`src/protect_pkg.sv`:
```
// Package of constants and types for the code read protection gate
package protect_pkg;

    // ------------------------------------------------------------
    // Protection patterns held in the dedicated flash word
    // ------------------------------------------------------------
    localparam logic [31:0] PAT_PARTIAL_UPDATE = 32'h12345678;
    localparam logic [31:0] PAT_FULL_ERASE_ONLY = 32'h87654321;
    localparam logic [31:0] PAT_LOCKED = 32'h43218765;
    localparam logic [31:0] PAT_NO_LOADER_ENTRY = 32'h4E697370;

    // ------------------------------------------------------------
    // Flash address of the pattern word, sector layout
    // ------------------------------------------------------------
    localparam logic [31:0] PAT_ADDR = 32'h000002FC;
    localparam int SECTOR_LSB = 12;
    localparam int SECTOR_W = 4;
    // Last count of the pin settle wait after the pattern is taken
    localparam logic [1:0] SETTLE_LAST = 2'h3;

    // ------------------------------------------------------------
    // Loader command codes
    // ------------------------------------------------------------
    localparam logic [3:0] CMD_UNLOCK = 4'h0;
    localparam logic [3:0] CMD_READ = 4'h1;
    localparam logic [3:0] CMD_WRITE = 4'h2;
    localparam logic [3:0] CMD_PREPARE = 4'h3;
    localparam logic [3:0] CMD_ERASE = 4'h4;
    localparam logic [3:0] CMD_ERASE_ALL = 4'h5;
    localparam logic [3:0] CMD_GO = 4'h6;
    localparam logic [3:0] CMD_READ_ID = 4'h7;
    localparam logic [3:0] CMD_COPY_RAM = 4'h8;
    localparam logic [3:0] CMD_BLANK_CHECK = 4'h9;

    // ------------------------------------------------------------
    // Types
    // ------------------------------------------------------------
    typedef enum logic [1:0]
    {
        LVL_NONE = 2'b00,
        LVL_PARTIAL = 2'b01,
        LVL_FULL_ERASE = 2'b10,
        LVL_LOCKED = 2'b11
    } level_t;

    typedef enum logic [1:0]
    {
        ST_FETCH = 2'b00,
        ST_WAIT = 2'b01,
        ST_RUN = 2'b10
    } state_t;

    typedef struct packed
    {
        logic [3:0] code;
        logic [3:0] sector;
        logic whole_chip;
    } loader_cmd_t;

endpackage : protect_pkg

```
`src/code_read_protection_gate.sv`:
```
// Flash access protection gate for debug port and loader paths
`timescale 1ns/100ps
`default_nettype none

// Overview of operation
// - Protection level comes from a pattern in a flash word; gates debug and loader access.
// - Application programming calls pass at every level, gated only by startup done.
// - Loader entry by boot select pin can be disabled alone.
// - Three protection levels exist beyond unprotected.
// - Level one: no debug; limited loader commands, sector 0 reached only by a whole-chip prepare.
// - Level two: no debug; besides unlock and read ID, only full erase then update allowed.
// - Level three: no debug, no loader, boot select pin ignored.
// - Level three still honours application calls, including loader re-entry.
// - Boot select pin low at the end of the settle wait after the pattern fetch starts loader when permitted.
module code_read_protection_gate
(
    input wire logic REF_CLK,
    input wire logic SYS_RST,
    output logic PAT_RD_REQ,
    output logic [31:0] PAT_RD_ADDR,
    input wire logic PAT_RD_VALID,
    input wire logic [31:0] PAT_RD_DATA,
    input wire logic BOOT_SELECT_PIN,
    output logic DEBUG_ENABLE,
    output logic LOADER_START,
    output logic [1:0] PROTECT_LEVEL,
    output logic READY,
    input wire logic LOADER_CMD_VALID,
    input wire protect_pkg::loader_cmd_t LOADER_CMD,
    output logic LOADER_CMD_ACCEPT,
    output logic LOADER_CMD_REJECT,
    input wire logic IN_APPLICATION_PROGRAMMING_VALID,
    input wire logic IN_APPLICATION_PROGRAMMING_REINVOKE,
    output logic IN_APPLICATION_PROGRAMMING_ACCEPT
);

    // ------------------------------------------------------------
    // Boot select pin synchroniser, three stages
    // ------------------------------------------------------------
    logic [2:0] pin_sync_reg;
    logic [2:0] pin_sync_next;
    logic pin_level_reg;
    logic pin_level_next;

    // Shift in pin, accept change when last two stages agree
    always_comb
    begin
        pin_sync_next = {pin_sync_reg[1:0], BOOT_SELECT_PIN};
        pin_level_next = pin_level_reg;
        if (pin_sync_reg[2] == pin_sync_reg[1])
        begin
            pin_level_next = pin_sync_reg[2];
        end
    end

    always_ff @(posedge REF_CLK)
    begin
        if (SYS_RST)
        begin
            pin_sync_reg <= 3'h7;
            pin_level_reg <= 1'b1;
        end
        else
        begin
            pin_sync_reg <= pin_sync_next;
            pin_level_reg <= pin_level_next;
        end
    end

    // ------------------------------------------------------------
    // Pattern decode
    // ------------------------------------------------------------
    function automatic protect_pkg::level_t decode_level(input logic [31:0] pat);
        protect_pkg::level_t lvl;
        lvl = protect_pkg::LVL_NONE;
        unique case (pat)
            protect_pkg::PAT_PARTIAL_UPDATE: lvl = protect_pkg::LVL_PARTIAL;
            protect_pkg::PAT_FULL_ERASE_ONLY: lvl = protect_pkg::LVL_FULL_ERASE;
            protect_pkg::PAT_LOCKED: lvl = protect_pkg::LVL_LOCKED;
            default: lvl = protect_pkg::LVL_NONE; // Unknown is unprotected
        endcase
        return lvl;
    endfunction : decode_level

    // ------------------------------------------------------------
    // Startup sequence and level hold
    // ------------------------------------------------------------
    protect_pkg::state_t state_reg;
    protect_pkg::state_t state_next;
    protect_pkg::level_t level_reg;
    protect_pkg::level_t level_next;
    logic no_entry_reg;
    logic no_entry_next;
    logic start_reg;
    logic start_next;
    logic [1:0] settle_reg;
    logic [1:0] settle_next;

    // Fetch pattern once, then sample pin after synchroniser settles
    always_comb
    begin
        state_next = state_reg;
        level_next = level_reg;
        no_entry_next = no_entry_reg;
        start_next = 1'b0;
        settle_next = settle_reg;
        unique case (state_reg)
            protect_pkg::ST_FETCH:
            begin
                if (PAT_RD_VALID) // Single read after reset
                begin
                    level_next = decode_level(PAT_RD_DATA);
                    no_entry_next = (PAT_RD_DATA == protect_pkg::PAT_NO_LOADER_ENTRY);
                    state_next = protect_pkg::ST_WAIT;
                end
            end
            protect_pkg::ST_WAIT:
            begin
                settle_next = settle_reg + 2'h1;
                if (settle_reg == protect_pkg::SETTLE_LAST)
                begin
                    // Pin low starts loader unless locked or disabled
                    start_next = !pin_level_reg && !no_entry_reg
                        && (level_reg != protect_pkg::LVL_LOCKED);
                    state_next = protect_pkg::ST_RUN;
                end
            end
            protect_pkg::ST_RUN:
            begin
                // Application may re-enter loader at any level
                start_next = IN_APPLICATION_PROGRAMMING_VALID && IN_APPLICATION_PROGRAMMING_REINVOKE;
            end
            default:
            begin
                state_next = protect_pkg::ST_FETCH;
            end
        endcase
    end

    always_ff @(posedge REF_CLK)
    begin
        if (SYS_RST)
        begin
            state_reg <= protect_pkg::ST_FETCH;
            level_reg <= protect_pkg::LVL_NONE;
            no_entry_reg <= 1'b0;
            start_reg <= 1'b0;
            settle_reg <= 2'h0;
        end
        else
        begin
            state_reg <= state_next;
            level_reg <= level_next;
            no_entry_reg <= no_entry_next;
            start_reg <= start_next;
            settle_reg <= settle_next;
        end
    end

    // ------------------------------------------------------------
    // Loader command filter
    // ------------------------------------------------------------
    logic allow;
    logic loader_on_reg;
    logic loader_on_next;
    logic erased_reg;
    logic erased_next;

    // Command permission per level
    always_comb
    begin
        allow = 1'b0;
        unique case (level_reg)
            protect_pkg::LVL_NONE: allow = 1'b1;
            protect_pkg::LVL_PARTIAL: // Sector 0 only in whole-chip prepare, no readback
                allow = ((LOADER_CMD.code == protect_pkg::CMD_WRITE)
                    || (LOADER_CMD.code == protect_pkg::CMD_PREPARE)
                    || (LOADER_CMD.code == protect_pkg::CMD_ERASE)
                    || (LOADER_CMD.code == protect_pkg::CMD_COPY_RAM)
                    || (LOADER_CMD.code == protect_pkg::CMD_UNLOCK)
                    || (LOADER_CMD.code == protect_pkg::CMD_READ_ID))
                    && (LOADER_CMD.whole_chip || (LOADER_CMD.sector != 4'h0))
                    && !(LOADER_CMD.whole_chip
                    && (LOADER_CMD.code != protect_pkg::CMD_PREPARE));
            protect_pkg::LVL_FULL_ERASE: // Whole erase first, then writes
                allow = (LOADER_CMD.code == protect_pkg::CMD_READ_ID)
                    || (LOADER_CMD.code == protect_pkg::CMD_UNLOCK)
                    || ((LOADER_CMD.code == protect_pkg::CMD_PREPARE
                    || LOADER_CMD.code == protect_pkg::CMD_ERASE_ALL)
                    && LOADER_CMD.whole_chip)
                    || (erased_reg && (LOADER_CMD.code == protect_pkg::CMD_WRITE
                    || LOADER_CMD.code == protect_pkg::CMD_COPY_RAM));
            protect_pkg::LVL_LOCKED: allow = 1'b0; // Loader refused
        endcase
        loader_on_next = loader_on_reg || start_reg;
        erased_next = erased_reg || (LOADER_CMD_VALID && allow && loader_on_reg
            && (LOADER_CMD.code == protect_pkg::CMD_ERASE_ALL));
    end

    always_ff @(posedge REF_CLK)
    begin
        if (SYS_RST)
        begin
            loader_on_reg <= 1'b0;
            erased_reg <= 1'b0;
        end
        else
        begin
            loader_on_reg <= loader_on_next;
            erased_reg <= erased_next;
        end
    end

    // ------------------------------------------------------------
    // Outputs
    // ------------------------------------------------------------
    assign PAT_RD_REQ = (state_reg == protect_pkg::ST_FETCH) && !SYS_RST;
    assign PAT_RD_ADDR = protect_pkg::PAT_ADDR;
    assign READY = (state_reg == protect_pkg::ST_RUN);
    // Debug only when unprotected and startup done
    assign DEBUG_ENABLE = READY && (level_reg == protect_pkg::LVL_NONE);
    assign LOADER_START = start_reg;
    assign PROTECT_LEVEL = level_reg;
    // Loader path needs loader active and a permitting level
    assign LOADER_CMD_ACCEPT = LOADER_CMD_VALID && loader_on_reg && allow;
    assign LOADER_CMD_REJECT = LOADER_CMD_VALID && !(loader_on_reg && allow);
    // Application calls never gated by level
    assign IN_APPLICATION_PROGRAMMING_ACCEPT = IN_APPLICATION_PROGRAMMING_VALID && READY;

endmodule : code_read_protection_gate

`default_nettype wire

```
`config.mk`:
```
export PLATFORM = sky130hd
export DESIGN_NAME = code_read_protection_gate
export DESIGN_NICKNAME = d
export VERILOG_FILES = /design/src/protect_pkg.sv /design/src/code_read_protection_gate.sv
export SDC_FILE = /design/constraint.sdc
export NUM_CORES = 1
export LEC_CHECK = 0
export ABC_AREA = 0
export BUFFER_PORTS_ARGS = -buffer_cell sky130_fd_sc_hd__buf_2
export CELL_PAD_IN_SITES_DETAIL_PLACEMENT = 1
export CELL_PAD_IN_SITES_GLOBAL_PLACEMENT = 2
export CORE_ASPECT_RATIO = 1.1
export CORE_MARGIN = 2
export CORE_UTILIZATION = 20
export DETAILED_ROUTE_END_ITERATION = 8
export HOLD_SLACK_MARGIN = 0.15
export PLACE_DENSITY = 0.77
export SETUP_SLACK_MARGIN = 0.5
export SLEW_MARGIN = 25
export SYNTH_ARGS = -nofsm -noshare
export SYNTH_HDL_FRONTEND = slang
export SYNTH_SLANG_ARGS = --single-unit
```
`constraint.sdc`:
```
create_clock -name REF_CLK -period 2.3 [get_ports REF_CLK]
set_clock_uncertainty 0.2 [all_clocks]
set_input_delay 0.46 -clock REF_CLK [delete_from_list [all_inputs] [get_ports REF_CLK]]
set_output_delay 0.46 -clock REF_CLK [all_outputs]
set_load 0.02 [all_outputs]
```
# Yosys cells after proc, flatten, opt, wreduce, memory -nomap -nowiden
# Index checks and enable logic that the tools add are counted.
[op_classes]
muxes = 7
bitwise = 1
magnitude_cmp = 0
eq_ne = 21
multipliers = 0
add_sub_neg = 1
div_mod_pow = 0
n_reduce_logical = 42
n_shift = 0
[ops]
columns = ["operator", "n"]
rows = [
  ["32-bit by 31-bit equality test with 1-bit output (second input constant)", 2],
  ["32-bit by 29-bit equality test with 1-bit output (second input constant)", 1],
  ["32-bit equality test (second input constant)", 1],
  ["1-bit logical AND", 18],
  ["1-bit logical OR", 13],
  ["4-bit by 3-bit equality test with 1-bit output (second input constant)", 3],
  ["2-bit case mux with 3 select lines", 2],
  ["2-bit equality test (second input constant)", 4],
  ["4-bit by 2-bit equality test with 1-bit output (second input constant)", 2],
  ["2-bit inequality test (second input constant)", 3],
  ["1-bit zero test", 5],
  ["2-bit by 1-bit equality test with 1-bit output (second input constant)", 2],
  ["4-bit equality test (second input constant)", 1],
  ["2-bit zero test", 2],
  ["4-bit zero test", 1],
  ["2-bit 2-to-1 mux", 2],
  ["4-bit by 2-bit inequality test with 1-bit output (second input constant)", 1],
  ["1-bit case mux with 4 select lines", 1],
  ["4-bit nonzero test", 1],
  ["3-bit AND reduction", 1],
  ["2-bit by 1-bit adder with 2-bit output (second input constant)", 1],
  ["1-bit case mux with 2 select lines", 1],
  ["2-bit AND reduction", 1],
  ["1-bit equality test", 1],
  ["other kinds (2)", 2],
]
[totals]
mem_count = 0
output_inout_bits = 41
latchBits = 0
ram_bits = 0
register_bits = 14
romBits = 0
in_bits = 48

# Logic depth before layout (Yosys ltp)
[logic_depth]
depth_word = 13
ltp_mapped = 6
depth_no_buf = 6

# Worst setup path after synthesis
# OpenSTA, ideal clock, no wires.
[synth_timing]
path_kind = "input to output"
from = "in LOADER_CMD[0] (netlist name)"
to = "out LOADER_CMD_REJECT"
path_stages = 5
path_slack_ns = 0.136
t_required_ns = 1.640
path_buffers = 0
arrival_ns = 1.504
path_cell_list = "or4_1 > o21bai_1 > a21oi_1 > a21oi_1 > o21a_1"
[synth_between]
elab_chain_cells = 7
elab_cells_between_ends = 12
classes_between = "1 x mux; 11 x reduce/logical"
[synth_rtl]
columns = ["element", "line_no", "source"]
rows = [
  ["start: declaration", "code_read_protection_gate.sv:29", "input wire protect_pkg::loader_cmd_t LOADER_CMD,"],
  ["1-bit logical AND, or another cell as far along", "code_read_protection_gate.sv:190", "&& LOADER_CMD.whole_chip)"],
  ["1-bit logical OR, or another cell as far along", "code_read_protection_gate.sv:188", "|| ((LOADER_CMD.code == protect_pkg::CMD_PREPARE"],
  ["1-bit logical OR or 1-bit logical AND (tied branches)", "code_read_protection_gate.sv:191, code_read_protection_gate.sv:183", ""],
  ["1-bit case mux with 4 select lines (*)", "code_read_protection_gate.sv:173", "unique case (level_reg)"],
  ["1-bit logical AND (*)", "code_read_protection_gate.sv:226", "assign LOADER_CMD_REJECT = LOADER_CMD_VALID && !(loader_on_reg && allow);"],
  ["1-bit zero test (*)", "code_read_protection_gate.sv:226", ""],
  ["1-bit logical AND (*)", "code_read_protection_gate.sv:226", ""],
  ["end: declaration", "code_read_protection_gate.sv:31", "output logic LOADER_CMD_REJECT,"],
]
# Every way passes the cells marked *; elsewhere a longest branch is shown, timed or not.

# Worst setup path after layout
[layout_timing]
from = "in LOADER_CMD[4] (netlist name)"
to = "out LOADER_CMD_ACCEPT"
[layout_between]
elab_chain_cells = 6
[layout_rtl]
columns = ["element", "line_no", "source"]
rows = [
  ["4-bit nonzero test", "code_read_protection_gate.sv:182", "&& (LOADER_CMD.whole_chip || (LOADER_CMD.sector != 4'h0))"],
  ["1-bit logical OR", "code_read_protection_gate.sv:182", ""],
  ["1-bit logical AND", "code_read_protection_gate.sv:182", ""],
  ["1-bit logical AND", "code_read_protection_gate.sv:183", "&& !(LOADER_CMD.whole_chip"],
  ["1-bit case mux with 4 select lines", "code_read_protection_gate.sv:173", ""],
  ["1-bit logical AND", "code_read_protection_gate.sv:225", "assign LOADER_CMD_ACCEPT = LOADER_CMD_VALID && loader_on_reg && allow;"],
  ["end: declaration", "code_read_protection_gate.sv:30", "output logic LOADER_CMD_ACCEPT,"],
]
# Every way passes these cells.

==> flow_summary.toml <==
[synthesis]
async_flop_share = 0
ys_seq_elements = 14
syn-instance-count = 147
syn_avg_cell_area_sq_um = 8.13
synthesis.area_sq_um = 1190
synth-edff-count = 0
ys_seq_area_frac = 0.235
synth_cell_types = 39
ys.flop_type = "dfxtp_1"
yosysWarnings = 0

[place]
dp_hpwl_um = 2800
place_inst = 282
preCtsSetupSlack_ns = -0.141
finalWeightedCongestion = 0.697
portBuffers = 56

[floorplan]
dieArea_sq_um = 6610
ios = 89
rows = 29
die_w_um = 77.7
chipHeight_um = 85.1
coreArea_sq_um = 5770
start_util = 0.207

[sta]
rsz0062_at_grt = "true"
fin_crit_sh = 1.03
setup_slack_ns = -0.0623
fin_crit_ns = 2.36
max_freq_mhz = 423
fin_setup_tns_ns = -0.0980
finalMaxSlewViolations = 0
setup_viol = 2
hold_viol = 0

[cts]
numCtsBuffers = 3
clk-insertion-delay-late_ns = 0.25
cts_tree = "yes"
cts.sinks = 14
cts_max_level = 1
clk_pin_slew_worst_paths_ns = 0.06
root_buffer = "clkbuf_8"
cts_buffer_depth = 2
hold_buffers = 0

[worst_setup_path]
cp-start-kind = "input pin"
cpLargestDelayFamily = "simple AND/OR/NAND/NOR gates"
arrival_ns = 1.70
crit_fanout = 2
worst_setup_path_end_kind = "primary output"
worstSetupPathType = "input pin to primary output"
reg2regPathDepth = 7
crit_top_cell = "buf_6"
r2r_end = "state_reg[0]"
cpMaxStageDelayCell = "or4_4"
crit_required_ns = 1.64
path_buf_inv = 2
crit_chain = "buf_6 -> or4_4 -> o21bai_4 -> a211oi_2 -> a41o_1 -> buf_6"
r2r_slack_ns = 0.63
slowest_delay_ns = 0.54
timing.rr.start = "state_reg[1]"

[worst_hold_path]
hold_depth = 2
hold_path.class = "input pin to flop"
hold_path_startpoint = "BOOT_SELECT_PIN"
worstHoldEndpoint = "pin_sync_reg[0]"

[pwr]
vdd_ir_drop_max_uv = 140
p_leak_uw = 0.000772
power.density_nw_per_um2 = 417

[detailed_routing]
avgViaCountPerCell = 4.14
finalWirelength_um = 3580
routed-via-count = 1196
drt_iter0_drc = 44
drc = 0
avgRoutedWirePerCell_um = 12.4
ant_nets = 0
firstDrtPassIters = 4

[final_layout]
mostFrequentLayoutCells = "buf_2, conb_1, dfxtp_1, nor2_1"
syn_to_final_growth_pct = 51.0
num-nets-final = 267
drive_gt1_frac = 0.486
fill_cells = 707
stdcell_count = 289
largest_reg_flops = 3
antenna_cells = 0
mostFrequentLayoutCell = "buf_2"

[global_route]
overflow = 0
grt_pass1_vias = 1199
antenna_found_initial = 0
grt_max_degree = 17
grt.total_usage = 0.101
grt_pass1_wl_um = 5490

[outcome]
violations = "setup timing"
outcome = "complete, but fails checks"

[flow_run]
max-cap-violations = 0
## through the flow
stage | total power, uW | util | area [sq um] | hold slack, ns
2_1_floorplan | 445 | - | 1320 | 0.189
3_3_place_gp | 482 | 0.258 | 1490 | 0.202
3_5_place_dp | 488 | 0.258 | 1490 | 0.202
4_1_cts | 723 | 0.290 | 1670 | 0.211
5_1_grt | 803 | 0.313 | 1800 | 0.212
6_report | 752 | 0.313 | 1800 | 0.206
## where the power goes
group,leakage (uW),internal [uW],switching [uW]
logic,0.000635,118,155
clock network,0.0000216,116,91.4
registers,0.000116,257,15.0
total,0.000772,491,262
## per-layer routing
metal / vias to the layer above / share of wire / routed length [um] / global-route usage
met5: - / 0 / 0 / 0
met2: 59 / 0.48 / 1710 / 0.172
met3: 2 / 0.084 / 300 / 0.0223
li1: 592 / - / - / -
met4: 0 / 0.0053 / 19 / 0.0244
met1: 543 / 0.43 / 1550 / 0.130
## Yosys cell counts, types with 2 or more instances
library cell	number	share of area
buf_4	32	0.20
dfxtp_1	14	0.23
nor2_1	11	0.035
a21oi_1	10	0.042
nand2_1	10	0.031
inv_1	7	0.022
nor4bb_1	6	0.050
ha_1	5	0.052
nor4_1	5	0.026
nand3_1	4	0.017
mux2i_1	3	0.025
or2_2	3	0.016
a211oi_1	2	0.013
conb_1	2	0.0063
maj3_1	2	0.017
nand4_1	2	0.010
nor2b_1	2	0.010
nor3b_1	2	0.013
nor4b_1	2	0.015
o21bai_1	2	0.013
or4_1	2	0.013
or4_4	2	0.019
## area by class of cell
class | count | area (sq um) | area share
clock buffer | 3 | 41.3 | 0.0229
inverter | 7 | 33.8 | 0.0187
multi-input combinational | 123 | 951 | 0.527
sequential | 14 | 288 | 0.160
tap | 77 | 96.3 | 0.0534
timing repair buffer | 65 | 394 | 0.218
## cell families (layout without fill, tap and decap cells)
| logic type | after synthesis | count (layout) | synth area share |
|---|---|---|---|
| and+or+nand+nor | 57 | 57 | 0.296 |
| DFF | 14 | 14 | 0.235 |
| buffers and inverters | 40 | 75 | 0.226 |
| AOI/OAI and AO/OA | 22 | 22 | 0.128 |
| adders and majority gates | 7 | 7 | 0.0691 |
| xor gates and xnor gates | 2 | 2 | 0.0147 |
| other | 2 | 32 | 0.00629 |
| muxes | 3 | 3 | 0.0251 |
## worst max path at each step
stage	from	end	slack, ns	depth (start not counted)
finish	LOADER_CMD[4]	LOADER_CMD_ACCEPT	-0.06	6
global route	LOADER_CMD[4]	LOADER_CMD_ACCEPT	-0.10	6
CTS	LOADER_CMD[4]	LOADER_CMD_ACCEPT	-0.05	6
detailed placement	LOADER_CMD[0]	LOADER_CMD_REJECT	-0.14	7
global placement	LOADER_CMD[0]	LOADER_CMD_REJECT	-0.13	7
floorplan	LOADER_CMD[0]	LOADER_CMD_ACCEPT	0.17	4
## timing repair
action | 4_1_cts | 5_1_grt
setup endpoints to repair | 7 | 12
gates resized for setup | 32 | 20
pin swaps | 14 | 9
buffers inserted | 2 | 2
Note: power is estimated with default switching activity, not from simulation.
